## src/design/level_detect_pkg.sv

```systemverilog
// Package: register map, field layout and timing of the supply level detector
//
// Summary of operation
// - detector_on 1 enables and starts, 0 disables
// - result_ready sets 2 ms after enabling
// - Interrupt only while ready and enabled
// - Interrupt on each rising edge of below_threshold
// - Status bit 2 shows below_threshold
// - Control: range bit 3, trim 2-0
// - Trim code picks one of eight steps
// - Status: ready bit 1, detector_on bit 0
package level_detect_pkg;

   // ************************************************************
   // Register offsets (byte addresses)
   // ************************************************************
   localparam logic [3:0] OFF_CONTROL   = 4'h0;
   localparam logic [3:0] OFF_STATUS    = 4'h4;
   localparam logic [3:0] OFF_IRQ_STAT  = 4'h8;
   localparam logic [3:0] OFF_IRQ_MASK  = 4'hc;

   // ************************************************************
   // Field positions and reset values
   // ************************************************************
   localparam int CTL_RANGE_BIT  = 3;
   localparam int CTL_TRIM_LSB   = 0;
   localparam int CTL_TRIM_W     = 3;
   localparam int STAT_BELOW_BIT = 2;
   localparam int STAT_READY_BIT = 1;
   localparam int STAT_ON_BIT    = 0;
   localparam int IRQ_LOW_BIT    = 0;
   localparam logic [2:0] TRIM_RESET  = 3'h0;
   localparam logic       RANGE_RESET = 1'b0;

   // ************************************************************
   // Timing
   // ************************************************************
   localparam int CLK_HZ       = 125_000_000;
   localparam int SETTLE_US    = 2000;
   localparam int SETTLE_CYCLES = (CLK_HZ / 1_000_000) * SETTLE_US;

   // Analog front-end settings carried as one bundle
   typedef struct packed {
      logic       enable;
      logic       rangeSelect;
      logic [2:0] thresholdTrim;
   } analog_cfg_t;

endpackage

```

## src/design/level_detector.sv

```systemverilog
// Supply level detector: Wishbone registers, settling and interrupt logic
`timescale 1ns/1ns
module level_detector
   import level_detect_pkg::*;
#(
   parameter int SETTLE = SETTLE_CYCLES
) (
   input  wire logic        clk,
   input  wire logic        reset,
   input  wire logic        wb_cyc_i,
   input  wire logic        wb_stb_i,
   input  wire logic        wb_we_i,
   input  wire logic [3:0]  wb_adr_i,
   input  wire logic [3:0]  wb_sel_i,
   input  wire logic [31:0] wb_dat_i,
   output logic [31:0]      wb_dat_o,
   output logic             wb_ack_o,
   input  wire logic        belowThreshold,
   output analog_cfg_t      analogCfg,
   output logic             lowSupplyIrq
);

   // ************************************************************
   // State
   // ************************************************************
   logic       detectorOn_q;
   logic       rangeSelect_q;
   logic [2:0] thresholdTrim_q;
   logic       below_q;
   logic       belowPrev_q;
   logic       irqStat_q;
   logic       irqMask_q;
   logic       resultReady;
   logic       wrStrobe;
   logic       rise;

   assign wrStrobe = wb_cyc_i && wb_stb_i && wb_we_i && !wb_ack_o && wb_sel_i[0];

   // Delay from enable until the result can be trusted
   settle_timer #(
      .CYCLES (SETTLE)
   ) u_timer (
      .clk   (clk),
      .reset (reset),
      .run   (detectorOn_q),
      .done  (resultReady)
   );

   // ************************************************************
   // Control registers
   // ************************************************************
   // Trim and range are stored as written; software must keep them still
   always_ff @(posedge clk or posedge reset) begin
      if (reset) begin
         detectorOn_q    <= 1'b0;
         rangeSelect_q   <= RANGE_RESET;
         thresholdTrim_q <= TRIM_RESET;
      end else if (wrStrobe && wb_adr_i == OFF_CONTROL) begin
         rangeSelect_q   <= wb_dat_i[CTL_RANGE_BIT];
         thresholdTrim_q <= wb_dat_i[CTL_TRIM_LSB +: CTL_TRIM_W];
      end else if (wrStrobe && wb_adr_i == OFF_STATUS) begin
         detectorOn_q <= wb_dat_i[STAT_ON_BIT];
      end
   end

   // Drive the analog front end from flops
   always_ff @(posedge clk or posedge reset) begin
      if (reset) begin
         analogCfg <= '0;
      end else begin
         analogCfg.enable        <= detectorOn_q;
         analogCfg.rangeSelect   <= rangeSelect_q;
         analogCfg.thresholdTrim <= thresholdTrim_q;
      end
   end

   // ************************************************************
   // Result sampling and edge detect
   // ************************************************************
   // Comparator output taken as synchronous; a flop keeps edges clean
   always_ff @(posedge clk or posedge reset) begin
      if (reset) begin
         below_q     <= 1'b0;
         belowPrev_q <= 1'b0;
      end else begin
         below_q     <= detectorOn_q ? belowThreshold : 1'b0;
         belowPrev_q <= below_q;
      end
   end

   // Only rising edges while armed count as events
   assign rise = below_q && !belowPrev_q && resultReady && detectorOn_q;

   // ************************************************************
   // Interrupt status and mask
   // ************************************************************
   // Set beats write-one-to-clear in the same cycle
   always_ff @(posedge clk or posedge reset) begin
      if (reset) begin
         irqStat_q <= 1'b0;
      end else if (rise) begin
         irqStat_q <= 1'b1;
      end else if (wrStrobe && wb_adr_i == OFF_IRQ_STAT && wb_dat_i[IRQ_LOW_BIT]) begin
         irqStat_q <= 1'b0;
      end
   end

   // Mask defaults closed
   always_ff @(posedge clk or posedge reset) begin
      if (reset) begin
         irqMask_q <= 1'b0;
      end else if (wrStrobe && wb_adr_i == OFF_IRQ_MASK) begin
         irqMask_q <= wb_dat_i[IRQ_LOW_BIT];
      end
   end

   // Level output, registered for a clean pin
   always_ff @(posedge clk or posedge reset) begin
      if (reset) begin
         lowSupplyIrq <= 1'b0;
      end else begin
         lowSupplyIrq <= irqStat_q && irqMask_q;
      end
   end

   // ************************************************************
   // Wishbone answer
   // ************************************************************
   // One wait state ack; unmapped reads return zero
   always_ff @(posedge clk or posedge reset) begin
      if (reset) begin
         wb_ack_o <= 1'b0;
         wb_dat_o <= 32'h0;
      end else begin
         wb_ack_o <= wb_cyc_i && wb_stb_i && !wb_ack_o;
         wb_dat_o <= 32'h0;
         if (wb_cyc_i && wb_stb_i && !wb_ack_o && !wb_we_i) begin
            unique case (wb_adr_i)
               OFF_CONTROL:  wb_dat_o <= {28'h0, rangeSelect_q, thresholdTrim_q};
               OFF_STATUS:   wb_dat_o <= {29'h0, below_q, resultReady, detectorOn_q};
               OFF_IRQ_STAT: wb_dat_o <= {31'h0, irqStat_q};
               OFF_IRQ_MASK: wb_dat_o <= {31'h0, irqMask_q};
               default:      wb_dat_o <= 32'h0;
            endcase
         end
      end
   end

endmodule // level_detector

```

## src/design/settle_timer.sv

```systemverilog
// Settling delay counter for the supply level detector
`timescale 1ns/1ns
module settle_timer
   import level_detect_pkg::*;
#(
   parameter int CYCLES = SETTLE_CYCLES
) (
   input  wire logic clk,
   input  wire logic reset,
   input  wire logic run,
   output logic      done
);

   logic [31:0] count_q;

   // Count from enable; restarts whenever run drops
   always_ff @(posedge clk or posedge reset) begin
      if (reset) begin
         count_q <= 32'h0;
         done    <= 1'b0;
      end else if (!run) begin
         count_q <= 32'h0;
         done    <= 1'b0;
      end else if (count_q >= CYCLES - 1) begin
         done <= 1'b1;
      end else begin
         count_q <= count_q + 32'h1;
      end
   end

endmodule // settle_timer

```

## config.mk

```make
export PLATFORM = sky130hd
export DESIGN_NAME = level_detector
export DESIGN_NICKNAME = d
export VERILOG_FILES = /design/src/design/level_detect_pkg.sv /design/src/design/level_detector.sv /design/src/design/settle_timer.sv
export SDC_FILE = /design/constraint.sdc
export NUM_CORES = 1
export LEC_CHECK = 0
export BUFFER_PORTS_ARGS = -buffer_cell sky130_fd_sc_hd__buf_2
export CAP_MARGIN = 10
export CELL_PAD_IN_SITES_DETAIL_PLACEMENT = 1
export CELL_PAD_IN_SITES_GLOBAL_PLACEMENT = 1
export CORE_ASPECT_RATIO = 1.4
export CORE_MARGIN = 5
export CORE_UTILIZATION = 41
export DETAILED_ROUTE_END_ITERATION = 12
export PLACE_DENSITY = 0.9
export SLEW_MARGIN = 20
export SYNTH_ARGS = -nofsm -noshare
export SYNTH_HDL_FRONTEND = slang
export SYNTH_SLANG_ARGS = --single-unit
export TNS_END_PERCENT = 50
```

## constraint.sdc

```tcl
create_clock -name clk -period 3.77 [get_ports clk]
set_input_delay 0.754 -clock clk [delete_from_list [all_inputs] [get_ports clk]]
set_output_delay 0.754 -clock clk [all_outputs]
set_load 0.05 [all_outputs]
```

==> results of run 1 <==
[cells by family (layout without fill, tap and decap cells)]
family / after synthesis / count (layout)
simple gates: 91 / 91
flops: 53 / 53
buf+inv: 39 / 39
compound gates: 20 / 20
mux: 19 / 19
xor+xnor: 2 / 2
fa+ha+maj: 1 / 1
other cells: 1 / 28
[how the worst min path moves through the flow]
stage	endpoint	slack, ps	from	cells after the start
after floorplan	analogCfg[3]	360	rangeSelect_q	0
after global placement	analogCfg[1]	380	thresholdTrim_q[1]	0
after detailed placement	analogCfg[1]	400	thresholdTrim_q[1]	0
after CTS	analogCfg[1]	420	thresholdTrim_q[1]	0
after global routing	analogCfg[1]	430	thresholdTrim_q[1]	0
final	analogCfg[1]	410	thresholdTrim_q[1]	0
[worst reg2reg max path: stages, from the launching register on]
cell,delay (ps)
dfrtp_1,380
nor4_1,300
and4_1,360
o211a_4,320
and4_1,250
mux2i_1,180
[layout by cell type (no fill, tap or decap), types with 2 or more instances in the layout]
master     n
a21oi_1    7
nand4_1    6
nand3b_1   3
nand3_1    6
nor2_1    10
and2_1    18
o21ai_1    2
clkinv_2   3
or3_1      3
buf_2     25
nand2_1   15
clkbuf_8   5
mux2i_1   14
and4_1     6
nand2b_1   8
and3_1     6
inv_1      4
dfrtp_1   53
a21bo_2    2
mux2_1     5
nor3_1     2
conb_1    28
nor4_1     4
o31ai_1    2
[area by class of cell]
cell class | instances | area [um2]
clock buffers | 6 | 72.6
inverters | 5 | 20.0
flip-flops and latches | 53 | 1330
fillers | 666 | 3230
repair buffers | 26 | 133
well taps | 70 | 87.6
clock inverters | 2 | 10.0
multi-input cells | 161 | 1030
[state kept, by name, summed over array words and instances (netlist names), 3 cells and up]
name	cells
wb_dat_o	4
analogCfg	5
thresholdTrim_q	3
u_timer.count_q	32
[where the power goes]
| part | switching, mW | internal, mW | leakage [nW] |
|---|---|---|---|
| Combinational | 0.151 | 0.0700 | 0.653 |
| Clock | 0.176 | 0.129 | 0.0450 |
| Sequential | 0.0411 | 0.611 | 0.709 |
| Total | 0.368 | 0.810 | 1.41 |
[metrics by stage]
step / utilization (%) / hold slack, ps / std cells
finish: 45.3 / 415 / 323
global route: 45.3 / 431 / 323
CTS: 45.3 / 417 / 323
detailed placement: 43.9 / 396 / 315
global placement: 43.9 / 383 / 315
floorplan: - / 360 / 253
[metal layers]
layer	vias up	share of wire [%]	global-route usage [%]
met2	35	56	25.4
met5	-	0	0
li1	780	-	-
met4	0	2.6	6.33
met3	10	2.9	2.19
met1	817	39	14.0
==> results.txt, run 1 <==
Highest clock rate: 0.539 GHz
Worst reg2reg startpoint: u_timer.count_q[18]
CTS Hold Bufs: 0
Largest family of logic cells by synthesized area: simple AND/OR/NAND/NOR gates
Design area: 2680 um2
Initial antenna violation count: 0
PostCTS Resize Cnt: 0
Post-synth top area share: 52.8%
Final period util: 49.2%
Slowest stage delay, CP: 380 ps
CP endpoint kind: flop
CTS root buffer: clkbuf_8
Num Clock Sinks: 53
Worst endpoint required time: 4000 ps
Syn_area_per_cell: 11.1 um2
Async set or reset register ratio after synthesis: 100%
Avg WL per Cell: 14.9 um
Max-cap viol count: 0
Startpoint Class: flop
EDFF count, synth: 0
Final #Nets: 299
H-tree depth: 2
Vias in the first global route: 1872
Post-synthesis simple-gate area fraction: 21.2%
Floorplan row count: 33
Status: completed
Ant. Diodes: 0
Total power draw: 1.18 mW
Setup TNS: 0 ps
Port Buffers: 25
Synth Area in Compound Gates: 6.53%
Reg2reg path depth: 5
Largest net degree at the start of global routing: 54
Mapped Cells: 226
Detailed placement HPWL: 3.55 mm
Buf/Inv on CP: 0
Synth cell count leaders: dfrtp_1, buf_4, and2_1
PD cells: 440 nW/um2
Slew Limit Fails: 0
Register area share after synthesis: 52.8%
Initial Utilization: 42.5%
Crit path launch: u_timer.count_q[18]
Area growth, synth to finish: 6.58%
GR Overflow Total: 0
I/O Pins: 85
Post-synthesis register bit count: 53
RD Place Congestion: 0.777
Slew margin rel.: 40.7%
Post-Syn Area: 2510 um2
Max Buffers Root-to-Sink: 2
Worst hold path class: reg -> reg
CTS tree: done
Most frequent cell after synthesis: dfrtp_1
Worst R2R End: u_timer.count_q[5]
Reg clk slew, reported paths: 90 ps
Crit Path Class: reg -> reg
Post-route minimum period: 1860 ps
Die ar.: 7810 um2
XOR/XNOR share of the synthesized area: 0.698%
Core Box Area: 5900 um2
Ratio of cells with drive above 1 in the final layout: 16.6%
Leakage: 1.41 nW
Final worst-path setup slack: 1910 ps
CP max FO: 16
Global-route wire length before repair: 8.47 mm
CP most frequent cell: and4_1
Clk_lat worst skew: 300 ps
Synth Flop Type: dfrtp_1
Fin Clk Skew: 5.92 ps
Critical path's slowest cell: dfrtp_1
Largest area contributor in the netlist: dfrtp_1
Die X: 76.1 um
Routed via count: 1642
# Post-CTS Setup Buffers: 0
Chip Height: 103 um
Tightest Pin Transition: 890 ps
WP data arrival: 2090 ps
Top cells by area, synth: dfrtp_1, buf_4, mux2i_1, and2_1, mux2_1
Final ANT Viol Nets: 0
Post-Synth Adder-Cell Area: 0.498%
Critical path, cell by cell: nor4_1 > and4_1 > o211a_4 > and4_1 > mux2i_1
Final setup vio count: 0
Post-placement cell area: 2590 um2
First drt pass iteration count: 3
Final Hold Violating Endpoints: 0
# DRC: 0
CP delay by family, top: simple AND/OR/NAND/NOR gates
Mux cell area share after synthesis: 7.82%
Maximum VDD drop: 0.173 mV
Drt initial violations: 89
Vias/cell: 5.08
Setup crit end: u_timer.count_q[5]
Post-place setup slack: 1600 ps
Total Wirelength: 4.81 mm
Total CTS buffers: 5
YS warnings: 0
RSZ-0062 raised after global routing: false
Overall routing resource usage: 13.2%
Library cells used by synthesis: 38
Reg-to-reg slack, setup: 1910 ps
Stages on worst setup path: 5
No activity file was read; power rests on OpenSTA's default activity.
==> run 2, diff against run 1 <==
--- a/config.mk
+++ b/config.mk
@@ -5,15 +5,16 @@
 export SDC_FILE = /design/constraint.sdc
 export NUM_CORES = 1
 export LEC_CHECK = 0
+export ABC_AREA = 1
 export BUFFER_PORTS_ARGS = -buffer_cell sky130_fd_sc_hd__buf_2
 export CAP_MARGIN = 10
 export CELL_PAD_IN_SITES_DETAIL_PLACEMENT = 1
 export CELL_PAD_IN_SITES_GLOBAL_PLACEMENT = 1
 export CORE_ASPECT_RATIO = 1.4
 export CORE_MARGIN = 5
-export CORE_UTILIZATION = 41
+export CORE_UTILIZATION = 37
 export DETAILED_ROUTE_END_ITERATION = 12
-export PLACE_DENSITY = 0.9
+export PLACE_DENSITY = 0.85
 export SLEW_MARGIN = 20
 export SYNTH_ARGS = -nofsm -noshare
 export SYNTH_HDL_FRONTEND = slang
==> constraint.sdc (replaced) <==
create_clock -name clk -period 1.8 [get_ports clk]
set_input_delay 0.36 -clock clk [delete_from_list [all_inputs] [get_ports clk]]
set_output_delay 0.36 -clock clk [all_outputs]
set_load 0.05 [all_outputs]
==> run 2 against run 1 <==
Final cell count increased by 50%. Cell area is 16% higher. Critical path depth increased by 5. Wire length up 34%. Critical endpoint is now u_timer.count_q[0]. Largest power group unchanged.
==> results.txt, run 2 <==
Reg2reg path depth: 10
Post-synth top area share: 47.9%
Vias in the first global route: 2442
Highest clock rate: 0.598 GHz
Post-placement cell area: 2960 um2
Status: completed
Max Buffers Root-to-Sink: 2
Design area: 3110 um2
YS warnings: 0
Final ANT Viol Nets: 0
Die ar.: 9350 um2
Final Hold Violating Endpoints: 0
Largest register FFs: 32
Vias/cell: 4.59
I/O Pins: 85
H-tree depth: 2
Largest area contributor in the netlist: dfrtp_1
Ratio of cells with drive above 1 in the final layout: 15.2%
Die X: 83.1 um
Global routing's busiest layer: met2
Clk_lat worst skew: 320 ps
Final setup vio count: 0
Reg-to-reg slack, setup: 130 ps
Core Box Area: 7310 um2
Initial antenna violation count: 0
Post-route minimum period: 1670 ps
Met3 usage in global routing: 2.42%
GR Overflow Total: 0
Top Registers: u_timer.count_q: 32 flops, analogCfg: 5 flops, wb_dat_o: 4 flops
Drt initial violations: 80
Async set or reset register ratio after synthesis: 100%
CTS root buffer: clkbuf_8
First drt pass iteration count: 4
Port Buffers: 25
Reg clk slew, reported paths: 100 ps
Worst R2R End: u_timer.count_q[0]
Final #Nets: 434
Top cells by area, synth: dfrtp_1, nand2_1, buf_4, nor2_1, nand3_1
Total power draw: 2.43 mW
Floorplan row count: 37
Detailed placement HPWL: 4.79 mm
Most common cell after layout, fill and taps aside: nand2_1
Synth Flop Type: dfrtp_1
Worst hold path class: in -> async
Register area share after synthesis: 47.9%
Most flops, register: u_timer.count_q
Post-Syn Area: 2770 um2
Mapped Cells: 351
Worst reg2reg startpoint: u_timer.count_q[1]
Maximum VDD drop: 0.310 mV
Final period util: 92.9%
Total Wirelength: 6.43 mm
# DRC: 0
CP endpoint kind: flop
Ant. Diodes: 0
Area growth, synth to finish: 12.1%
Synth cell count leaders: nand2_1, dfrtp_1, nor2_1
Most frequent cells in the layout: nand2_1, dfrtp_1, nor2_1
Library cells used by synthesis: 29
EDFF count, synth: 0
Max-cap viol count: 0
Syn_area_per_cell: 7.90 um2
Post-synthesis register bit count: 53
Total CTS buffers: 5
Leakage: 1.69 nW
Startpoint Class: flop
Crit path launch: u_timer.count_q[1]
Grt met2 use: 27.0%
Fin Clk Skew: 9.25 ps
Num Clock Sinks: 53
Tightest Pin Transition: 540 ps
Routed via count: 2228
Setup crit end: u_timer.count_q[0]
Crit Path Class: reg -> reg
Slew margin rel.: 63.9%
RD Place Congestion: 0.829
Worst endpoint required time: 2040 ps
Grt met1 use: 15.3%
Final Util: 42.5%
CTS tree: done
PD cells: 783 nW/um2
Most frequent cell after synthesis: nand2_1
Slew Limit Fails: 0
Overall routing resource usage: 14.3%
Global-route wire length before repair: 10.9 mm
CP max FO: 7
Chip Height: 112 um
WP data arrival: 1910 ps
Initial Utilization: 37.9%
Avg WL per Cell: 13.2 um
Largest net degree at the start of global routing: 35
run 2: final cells by class:
class | count | area [um2]
fillers | 958 | 4210
multi-input cells | 250 | 1150
inverters | 40 | 150
clock inverters | 3 | 43.8
clock buffers | 5 | 68.8
well taps | 97 | 121
flip-flops and latches | 53 | 1330
repair buffers | 37 | 244
run 2: worst min path at each step:
| stage | start | to | slack, ps | cells after the start |
|---|---|---|---|---|
| 6_report | reset | detectorOn_q | 70 | 2 |
| 5_1_grt | reset | analogCfg[1] | 100 | 2 |
| 4_1_cts | reset | analogCfg[1] | 70 | 2 |
| 3_5_place_dp | thresholdTrim_q[2] | analogCfg[2] | 390 | 0 |
| 3_3_place_gp | thresholdTrim_q[0] | analogCfg[0] | 380 | 0 |
| 2_1_floorplan | thresholdTrim_q[1] | analogCfg[1] | 370 | 0 |
run 2: repair_timing:
action	4_1_cts	5_1_grt
hold endpoints to repair	0	0
setup buffers	0	4
resized for setup	0	5
endpoints found under the setup margin	0	16
hold buffers	0	0
run 2: kinds of logic (layout without fill, tap and decap cells):
kind of cell	Yosys count	count (layout)	share of synthesized area, %
other	1	28	0.135
multiplexers	3	3	1.22
AND/OR/NAND/NOR	195	195	30.4
adder cells (fa/ha/maj)	1	1	0.451
XOR/XNOR	7	7	2.21
AO/OA/AOI/OAI	16	16	3.39
buffers and inverters	75	85	14.4
flip-flops	53	53	47.9
run 2: worst max-delay path, stage by stage, from the launching register on:
cell	delay, ps
dfrtp_1	400
ha_2	210
nand2_2	90
nor2_4	150
nand3b_1	90
nand2_1	100
nand2_2	90
nand2_4	130
buf_6	140
nand3_1	90
o21ai_1	110
run 2: per-layer routing:
metal  part of all wire [%]  vias up  wire length, um
met2                     56       31             3620
li1                       -     1103                -
met5                      0        -                0
met3                    2.0        9              129
met1                     40     1085             2560
met4                    1.8        0              113
run 2: per-stage QoR:
step	cells	worst slack, ps	TNS [ps]	hold WS (ps)
finish	485	127	0	70.2
global route	485	-21.9	-96.2	101
CTS	481	14.9	0	74.4
detailed placement	473	97.8	0	391
global placement	473	167	0	383
floorplan	378	154	0	369
run 2: where the power goes:
part,switching (mW),leakage (nW),total [mW],internal (mW)
logic,0.283,0.905,0.342,0.0588
clock network,0.426,0.0585,0.844,0.418
registers,0.0248,0.729,1.25,1.22
total,0.734,1.69,2.43,1.70
==> run 3, diff against run 2 <==
--- a/config.mk
+++ b/config.mk
@@ -11,10 +11,11 @@
 export CELL_PAD_IN_SITES_DETAIL_PLACEMENT = 1
 export CELL_PAD_IN_SITES_GLOBAL_PLACEMENT = 1
 export CORE_ASPECT_RATIO = 1.4
-export CORE_MARGIN = 5
+export CORE_MARGIN = 2
 export CORE_UTILIZATION = 37
 export DETAILED_ROUTE_END_ITERATION = 12
 export PLACE_DENSITY = 0.85
+export SKIP_CTS_REPAIR_TIMING = 1
 export SLEW_MARGIN = 20
 export SYNTH_ARGS = -nofsm -noshare
 export SYNTH_HDL_FRONTEND = slang
==> run 3 against run 2 <==
Critical path depth did not move. Sequential share of layout area up 0.28 points. Worst setup slack worse by 37 ps. Largest cell class unchanged. Final cell count is the same. Non-clock buffer count stayed put. Clock-buffer cell count rose by 2. Fmax fell by 2.2%. Worst hold slack better by 19 ps. Via count is 1.5% higher. Cell area is 0.64% lower. Wire length is 3.8% lower.
==> results.txt, run 3 (synthesized netlist as in run 2, its figures left out) <==
Global routing's busiest layer: met2
Max-cap viol count: 0
Routed via count: 2261
Initial Utilization: 37.9%
# DRC: 0
Total power draw: 2.34 mW
Post-place setup slack: 106 ps
Critical path, cell by cell: ha_1 > nand2_2 > nor2_4 > nand3b_1 > nand2_1 > nand2_2 > nand2_4 > buf_4 > nand3_1 > nand2_1
CTS root buffer: clkbuf_8
I/O Pins: 85
Met3 usage in global routing: 1.70%
CP max FO: 8
Total Wirelength: 6.18 mm
Vias/cell: 4.66
Post-placement cell area: 2940 um2
CP endpoint kind: flop
Final worst-path setup slack: 89.7 ps
Final setup vio count: 0
Max Buffers Root-to-Sink: 2
Highest clock rate: 0.585 GHz
Chip Height: 106 um
Grt met2 use: 29.5%
Global-route wire length before repair: 10.5 mm
Critical path's slowest cell: dfrtp_1
Grt met1 use: 17.8%
First drt pass iteration count: 4
Most frequent cells in the layout: nand2_1, dfrtp_1, nor2_1
Post-route minimum period: 1710 ps
Core Box Area: 7310 um2
Vias in the first global route: 2349
Design area: 3090 um2
RD Place Congestion: 0.776
Slew Limit Fails: 0
Final period util: 95.0%
Top Registers: u_timer.count_q: 32 flops, analogCfg: 5 flops, wb_dat_o: 4 flops
Largest net degree at the start of global routing: 41
Startpoint Class: flop
RSZ-0062 raised after global routing: true
Area growth, synth to finish: 11.4%
PD cells: 757 nW/um2
Die ar.: 8210 um2
Maximum VDD drop: 0.375 mV
Num Clock Sinks: 53
Final Hold Violating Endpoints: 0
Slowest stage delay, CP: 400 ps
Final ANT Viol Nets: 0
WP data arrival: 1950 ps
Initial antenna violation count: 0
Worst endpoint required time: 2040 ps
Largest register FFs: 32
Tightest Pin Transition: 539 ps
Status: completed
Floorplan row count: 37
Crit Path Class: reg -> reg
Clk_lat worst skew: 300 ps
Ant. Diodes: 0
Detailed placement HPWL: 4.43 mm
Worst hold path class: in -> async
Ratio of cells with drive above 1 in the final layout: 14.4%
Overall routing resource usage: 15.5%
Leakage: 1.68 nW
Die X: 77.1 um
Avg WL per Cell: 12.7 um
H-tree depth: 2
GR Overflow Total: 0
Most flops, register: u_timer.count_q
Final #Nets: 434
CTS tree: done
Total CTS buffers: 5
Reg clk slew, reported paths: 100 ps
Port Buffers: 25
Cell count after placement: 473
Drt initial violations: 80
Fin Clk Skew: 6.53 ps
Most common cell after layout, fill and taps aside: nand2_1
Slew margin rel.: 64.0%
Non-Filler Instances: 485
-- run 3: worst max-delay path, delay by kind of cell (launching register included) --
| family | cells | cell delay [ps] |
|---|---|---|
| fa+ha+maj | 1 | 190 |
| simple gates | 8 | 880 |
| flops | 1 | 400 |
| buf+inv | 1 | 180 |
-- run 3: path summary, 6_finish.rpt --
kind	startpoint	endpoint	slack [ps]	cells past startpoint
hold reg to reg	rangeSelect_q	analogCfg[3]	410	0
hold / removal	reset	thresholdTrim_q[0]	90	2
min in group clk	belowThreshold	below_q	250	3
setup / recovery	u_timer.count_q[0]	u_timer.count_q[4]	90	10
setup reg to reg	u_timer.count_q[0]	u_timer.count_q[4]	90	10
max in group asynchronous	reset	u_timer.count_q[20]	1190	3
-- run 3: layout make-up --
type / instances / area (um2)
Tap cell: 97 / 121
Multi-Input combinational cell: 250 / 1160
Sequential cell: 53 / 1330
Clock inverter: 1 / 8.76
Clock buffer: 7 / 96.3
Inverter: 40 / 150
Timing Repair Buffer: 37 / 228
Fill cell: 975 / 4230
-- run 3: metrics by stage --
step | TNS [ps] | hold WS [ps] | util [%]
6_report | 0 | 89.4 | 42.2
4_1_cts | 0 | 106 | 41.7
3_3_place_gp | 0 | 384 | 40.2
5_1_grt | -174 | 137 | 42.2
3_5_place_dp | 0 | 395 | 40.2
2_1_floorplan | 0 | 369 | -
-- run 3: metal layers --
metal / wire (um) / vias up
met2: 3420 / 37
met1: 2530 / 1119
met4: 74 / 0
li1: - / 1099
met5: 0 / -
met3: 155 / 6
-- run 3: power breakdown --
| group | internal [mW] | switching (mW) | total (mW) |
|---|---|---|---|
| combinational | 0.0547 | 0.289 | 0.344 |
| sequential | 1.22 | 0.0182 | 1.24 |
| clock | 0.356 | 0.397 | 0.753 |
| total | 1.63 | 0.705 | 2.34 |
